===== config.mk =====
export PLATFORM = sky130hd
export DESIGN_NAME = pia_regs
export DESIGN_NICKNAME = d
export VERILOG_FILES = /design/src/pia_pkg.sv /design/src/pia_advert_defaults.sv /design/src/pia_ident.sv /design/src/pia_regs.sv
export SDC_FILE = /design/constraint.sdc
export NUM_CORES = 1
export LEC_CHECK = 0
export BUFFER_PORTS_ARGS = -buffer_cell sky130_fd_sc_hd__buf_2
export CAP_MARGIN = 20
export CORE_MARGIN = 4
export CORE_UTILIZATION = 30
export CTS_BUF_LIST = sky130_fd_sc_hd__clkbuf_16
export CTS_CLUSTER_DIAMETER = 200
export DETAILED_ROUTE_END_ITERATION = 10
export HOLD_SLACK_MARGIN = 0.15
export MAX_ROUTING_LAYER = met4
export SYNTH_ARGS = -nofsm -noshare
export SYNTH_HDL_FRONTEND = slang
export SYNTH_SLANG_ARGS = --single-unit

===== constraint.sdc =====
create_clock -name clk_i -period 3.5 [get_ports clk_i]
set_input_delay 0.7 -clock clk_i [delete_from_list [all_inputs] [get_ports clk_i]]
set_output_delay 0.7 -clock clk_i [all_outputs]
set_load 0.1 [all_outputs]

===== src/pia_pkg.sv =====
// Purpose: Shared constants and carriers for the PHY identity and advertisement registers
// Assumes: Classic Wishbone slave, 32-bit data, byte addresses
// Notes: Registers are 16 bits wide in the low half of each word
package pia_pkg;

   localparam int PIA_DAT_W = 32;
   localparam int PIA_REG_W = 16;
   localparam int PIA_ADR_W = 8;
   localparam int PIA_SEL_W = PIA_DAT_W / 8;

   // Register byte offsets
   localparam logic [PIA_ADR_W-1:0] PIA_OFS_IDENT_HIGH = 8'h88;
   localparam logic [PIA_ADR_W-1:0] PIA_OFS_IDENT_LOW = 8'h8C;
   localparam logic [PIA_ADR_W-1:0] PIA_OFS_ADVERT = 8'h90;

   // Identity field widths, upper field first
   localparam int PIA_ORG_W = 22;
   localparam int PIA_ORG_HIGH_W = 16;
   localparam int PIA_MODEL_W = 6;
   localparam int PIA_REV_W = 4;
   localparam int PIA_IDENT_W = PIA_ORG_W + PIA_MODEL_W + PIA_REV_W;

   // Advertisement layout
   localparam logic [15:0] PIA_ADVERT_HW_RESET = 16'h05E1;
   localparam logic [15:0] PIA_ADVERT_WR_MASK = 16'hA5FF;
   localparam logic [15:0] PIA_ADVERT_ZERO_MASK = 16'h5A00;
   localparam int PIA_BIT_NEXT_PAGE = 15;
   localparam int PIA_BIT_RSVD_HI = 14;
   localparam int PIA_BIT_REMOTE_FAULT = 13;
   localparam int PIA_BIT_RSVD_MSB = 12;
   localparam int PIA_BIT_RSVD_LSB = 11;
   localparam int PIA_BIT_PAUSE = 10;
   localparam int PIA_BIT_FOUR_PAIR = 9;
   localparam int PIA_CAP_MSB = 8;
   localparam int PIA_CAP_LSB = 5;
   localparam int PIA_CAP_W = PIA_CAP_MSB - PIA_CAP_LSB + 1;
   localparam int PIA_SEL_MSB = 4;
   localparam logic [4:0] PIA_SELECTOR_8023 = 5'h01;

   typedef logic [PIA_REG_W-1:0] pia_reg_t;

   typedef struct packed {
      logic cyc;
      logic stb;
      logic we;
      logic [PIA_ADR_W-1:0] adr;
      logic [PIA_SEL_W-1:0] sel;
      logic [PIA_DAT_W-1:0] dat;
   } pia_wb_req_s;

   typedef struct packed {
      pia_reg_t high;
      pia_reg_t low;
   } pia_ident_s;

   typedef struct packed {
      logic ack;
      logic [PIA_DAT_W-1:0] rdata;
      pia_reg_t advert;
   } pia_state_s;

endpackage


===== src/pia_advert_defaults.sv =====
// Purpose: Hard-reset value of the advertisement register from configuration bits
// Assumes: Configuration inputs come from logic on the same clock
// Notes: Select field maps one bit per speed and duplex ability
`timescale 1ns/100ps
module pia_advert_defaults import pia_pkg::*; (
   input wire logic flow_ctrl_advert_cfg_i,
   input wire logic [PIA_CAP_W-1:0] autoneg_select_cfg_i,
   output pia_reg_t advert_default_o
);

   always_comb begin
      advert_default_o = PIA_ADVERT_HW_RESET;
      advert_default_o[PIA_BIT_NEXT_PAGE] = 1'b0;
      advert_default_o[PIA_BIT_REMOTE_FAULT] = 1'b0;
      advert_default_o[PIA_BIT_PAUSE] = flow_ctrl_advert_cfg_i;
      advert_default_o[PIA_CAP_MSB:PIA_CAP_LSB] = autoneg_select_cfg_i;
      advert_default_o[PIA_SEL_MSB:0] = PIA_SELECTOR_8023;
      // Reserved and four-pair bits never leave zero
      advert_default_o = advert_default_o & ~PIA_ADVERT_ZERO_MASK;
   end

endmodule // pia_advert_defaults


===== src/pia_ident.sv =====
// Purpose: Builds the 32-bit identity and splits it over two read-only words
// Assumes: Identity fields are fixed at elaboration
// Notes: Purely combinational; values are constants after elaboration
`timescale 1ns/100ps
module pia_ident import pia_pkg::*; #(
   // Arbitrary neutral identity values
   parameter logic [PIA_ORG_W-1:0] ORG_ID_BITS = 22'h0ABCDE,
   parameter logic [PIA_MODEL_W-1:0] MODEL_NUM = 6'h05,
   parameter logic [PIA_REV_W-1:0] REV_NUM = 4'h3,
   parameter bit IDENT_ZERO = 1'b0
) (
   output pia_ident_s ident_o,
   output logic [PIA_IDENT_W-1:0] ident_word_o
);

   logic [PIA_IDENT_W-1:0] full_ident;

   // Org bits first, then model, then revision
   assign full_ident = {ORG_ID_BITS, MODEL_NUM, REV_NUM};

   // A zero identity is allowed when the part should stay anonymous
   assign ident_word_o = IDENT_ZERO ? '0 : full_ident;

   // Org bits 3..18 land in the high word, the top two org bits are never stored
   assign ident_o.high = ident_word_o[PIA_IDENT_W-1 -: PIA_REG_W];
   // Org bits 19..24, model in 9:4, revision in 3:0
   assign ident_o.low = ident_word_o[PIA_REG_W-1:0];

endmodule // pia_ident


===== src/pia_regs.sv =====
// Purpose: Wishbone register bank for PHY identity and auto-negotiation advertisement
// Assumes: Classic Wishbone, one outstanding cycle, synchronous active-high reset
// Notes: ack comes one edge after the request; writes commit on the ack edge
//
// Register access over Wishbone was chosen for this implementation.
`timescale 1ns/100ps
module pia_regs import pia_pkg::*; #(
   // Arbitrary neutral identity values
   parameter logic [PIA_ORG_W-1:0] ORG_ID_BITS = 22'h0ABCDE,
   parameter logic [PIA_MODEL_W-1:0] MODEL_NUM = 6'h05,
   parameter logic [PIA_REV_W-1:0] REV_NUM = 4'h3,
   parameter bit IDENT_ZERO = 1'b0,
   parameter int ADR_W = PIA_ADR_W
) (
   input wire logic clk_i,
   input wire logic rst_i,
   input wire pia_wb_req_s wb_req_i,
   output logic [PIA_DAT_W-1:0] wb_dat_o,
   output logic wb_ack_o,
   input wire logic flow_ctrl_advert_cfg_i,
   input wire logic [PIA_CAP_W-1:0] autoneg_select_cfg_i,
   output pia_reg_t autoneg_advert_o,
   output logic [PIA_IDENT_W-1:0] phy_ident_o
);

   if (ADR_W != PIA_ADR_W) begin : g_adr_check
      $error("pia_regs: ADR_W must match the package address width");
   end
   if (PIA_IDENT_W != 2 * PIA_REG_W) begin : g_ident_check
      $error("pia_regs: identity must fill exactly two register words");
   end

   pia_state_s st;
   pia_state_s next_st;
   pia_ident_s ident;
   pia_reg_t advert_default;

   logic req;
   logic hit_high;
   logic hit_low;
   logic hit_advert;
   logic commit_wr;
   pia_reg_t wr_lanes;
   pia_reg_t wr_mask;
   pia_reg_t rd_val;

   pia_ident #(
      .ORG_ID_BITS(ORG_ID_BITS),
      .MODEL_NUM(MODEL_NUM),
      .REV_NUM(REV_NUM),
      .IDENT_ZERO(IDENT_ZERO)
   ) u_ident (
      .ident_o(ident),
      .ident_word_o(phy_ident_o)
   );

   pia_advert_defaults u_defaults (
      .flow_ctrl_advert_cfg_i(flow_ctrl_advert_cfg_i),
      .autoneg_select_cfg_i(autoneg_select_cfg_i),
      .advert_default_o(advert_default)
   );

   // Word decode; the two low address bits are lane bits and play no part
   function automatic logic word_hit(input logic [PIA_ADR_W-1:0] a,
                                     input logic [PIA_ADR_W-1:0] ofs);
      word_hit = (a[PIA_ADR_W-1:2] == ofs[PIA_ADR_W-1:2]);
   endfunction

   assign req = wb_req_i.cyc & wb_req_i.stb;
   assign hit_high = word_hit(wb_req_i.adr, PIA_OFS_IDENT_HIGH);
   assign hit_low = word_hit(wb_req_i.adr, PIA_OFS_IDENT_LOW);
   assign hit_advert = word_hit(wb_req_i.adr, PIA_OFS_ADVERT);

   // Write lands on the edge where the master sees ack, never earlier
   assign commit_wr = req & wb_req_i.we & st.ack & hit_advert;

   // Byte enables on the low two lanes; upper lanes carry nothing
   assign wr_lanes = {{8{wb_req_i.sel[1]}}, {8{wb_req_i.sel[0]}}};
   // Read-only and reserved bits are outside the mask, so writes never reach them
   assign wr_mask = wr_lanes & PIA_ADVERT_WR_MASK;

   // Read mux; unmapped offsets read zero and are still acknowledged
   always_comb begin
      rd_val = '0;
      if (hit_high) begin
         rd_val = ident.high;
      end else if (hit_low) begin
         rd_val = ident.low;
      end else if (hit_advert) begin
         rd_val = st.advert & ~PIA_ADVERT_ZERO_MASK;
      end
   end

   always_comb begin
      next_st = st;
      next_st.ack = req & ~st.ack;
      if (req & ~st.ack) begin
         next_st.rdata = {{(PIA_DAT_W - PIA_REG_W){1'b0}}, rd_val};
      end
      if (commit_wr) begin
         next_st.advert = (st.advert & ~wr_mask)
            | (wb_req_i.dat[PIA_REG_W-1:0] & wr_mask);
      end
      if (rst_i) begin
         next_st.ack = 1'b0;
         next_st.rdata = '0;
         // Configuration bits are sampled at the hard reset
         next_st.advert = advert_default;
      end
   end

   always_ff @(posedge clk_i) begin
      st <= next_st;
   end

   assign wb_ack_o = st.ack;
   assign wb_dat_o = st.rdata;
   // Abilities seen by the negotiation engine never include reserved or four-pair
   assign autoneg_advert_o = st.advert & ~PIA_ADVERT_ZERO_MASK;

   // Helper copy of the advertisement before a given cycle
   pia_reg_t adv_prev;
   logic rst_prev;
   always_ff @(posedge clk_i) begin
      adv_prev <= st.advert;
      rst_prev <= rst_i;
   end
endmodule // pia_regs


==> results.toml <==
[clock_tree]
cts_buffers = 3
clk_pin_slew_ns = 0.07
cts.path.max_buffers = 2
cts_root_buf = "clkbuf_16"
htree_levels = 1
post_cts_buffers = 0
cts_hold_buf = 0
clock_sinks = 28
clock_latency_ns = 0.26
cts_resized = 0
cts_tree = "done"

[synthesis]
synth_ff_type = "dfxtp_1"
yosysTopAreaCell = "dfxtp_1"
synth.distinct_cells = 27
syn_avg_cell_area_um2 = 9.00
netlist_instances = 188
ys.warnings.count = 0
synth_seq_area_share_pct = 36.1
netlist.area_leader.share_pct = 27.2
syn_area_um2 = 1690
ys_top_cells_by_area = "dfxtp_1, buf_4, edfxtp_1"
async_flop_share_pct = 0
ys_ff_latch = 28
synth_edf_count = 5

[layout]
drive_gt1_share_pct = 28.0
n_antenna_cell = 0
nets = 294
mostFrequentLayoutCells = "buf_2, conb_1, dfxtp_1, nand2_1"
syn_to_final_growth_pct = 11.7
final_common_cell = "buf_2"

[floorplanning]
num_rows = 27
coreArea_um2 = 5470
pin_count = 135
die_area_um2 = 6900
die_height_um = 83.1
die_x_um = 83.1
start_util_pct = 30.9

[timing]
fin_worst_skew_ns = 0.00338
worst_slew_pin_slew_ns = 0.656
fmax_mhz = 543
hold_viol_final = 0
setup_viol = 0
rsz0062_at_grt = "no"
max-slew-margin-rel_pct = 56.3
finalWorstSetupSlack_ns = 1.66
layout_min_cycle_time_ns = 1.84
period_share_pct = 52.6
final-max-slew-violation-count = 0
tns_ns = 0

[power_and_ir_drop]
p_per_area_nw_per_um2 = 524
ir_drop_mv = 0.187
p_leak_uw = 0.000875

[placed_design]
post-place-ws_ns = 1.36
place_hpwl_um = 2910
io_buffers = 58
gp_congestion = 0.666

[routing]
route.detailed.drc = 0
via_per_inst = 4.04
wire_per_inst_um = 11.8
antenna_left = 0
wl_um = 3670
drt_iter0_drc = 29
drt-pass1-iter-count = 4
vias = 1257

[grt]
grt_pass1_vias = 1160
antenna_found_initial = 0
grt_max_degree = 42
grt-ovfl-total = 0
grt_pass1_wl_um = 5640
groute.usage.overall_pct = 10.3

[job]
cap_violations = 0

[critical_path]
worstPathCellList = "buf_2 > nor3b_2 > buf_4 > nand3_1 > or2b_1"
cp.required_ns = 3.45
worstSetupStartpointType = "input pin"
arrival_ns = 1.80
r2r_slack_ns = 2.00
max_stage_delay_ns = 0.34
path_class = "input pin to flop"
end_kind = "flop"
critPathSlowestCell = "or2b_1"
path_max_fanout = 20

[outcome]
status = "finished clean"

[hold_path]
hp-class = "flop to flop"
==> Yosys cell counts, drive strengths merged (5+ instances only) <==
library cell  count
a211oi            5
a21oi             9
buf              61
dfxtp            23
edfxtp            5
mux2i            12
nand2            14
nand2b           12
nand3            10
nand4             6
nor2             10
o31ai             5
==> worst max-delay path: cells and delay by family <==
family	cells	cell delay, ns
AND/OR/NAND/NOR	3	0.75
buffers and inverters	2	0.35
==> report_power, final <==
part	leakage (µW)	internal, µW	switching, µW
Sequential	0.000235	339	6.50
Combinational	0.000601	34.1	354
Clock	0.0000385	153	104
Total	0.000875	526	464
==> per-stage QoR <==
| step | util (%) | instance area, µm² | hold slack [ns] | total power, µW | cells |
|---|---|---|---|---|---|
| 3_5_place_dp | 33.1 | 1810 | 0.442 | 741 | 307 |
| 3_3_place_gp | 33.1 | 1810 | 0.436 | 740 | 307 |
| 6_report | 34.5 | 1890 | 0.449 | 990 | 311 |
| 4_1_cts | 34.5 | 1890 | 0.451 | 1000 | 311 |
| 5_1_grt | 34.5 | 1890 | 0.472 | 1030 | 311 |
| 2_1_floorplan | - | 1880 | 0.854 | 750 | 238 |
==> cell type report <==
type | instances | area [µm²]
clock inverter | 1 | 3.75
clock buffer | 3 | 75.1
fill | 599 | 3580
multi-input combinational | 147 | 805
timing repair buffer | 60 | 305
tap | 72 | 90.1
sequential | 28 | 611
==> cells by family after synthesis <==
logic type	synth area share, %
other	0.444
buffers and inverters	27.4
AOI/OAI and AO/OA	8.14
muxes	7.10
DFF	36.1
and+or+nand+nor	20.8
==> routing by layer <==
layer | track usage [%] | wire, µm | up-vias
li1 | - | - | 638
met1 | 13.3 | 1670 | 558
met2 | 16.3 | 1700 | 59
met3 | 2.38 | 276 | 2
met4 | 2.67 | 16 | 0
met5 | - | 0 | -
==> worst paths after layout <==
kind,from,to,depth (start not counted)
max,wb_req_i[41],autoneg_advert_o[7],5
min,wb_dat_o[15],wb_dat_o[15],2
max reg2reg,wb_ack_o,wb_dat_o[1],3
min reg2reg,wb_dat_o[15],wb_dat_o[15],2
Power figures use the tool's default switching activity.
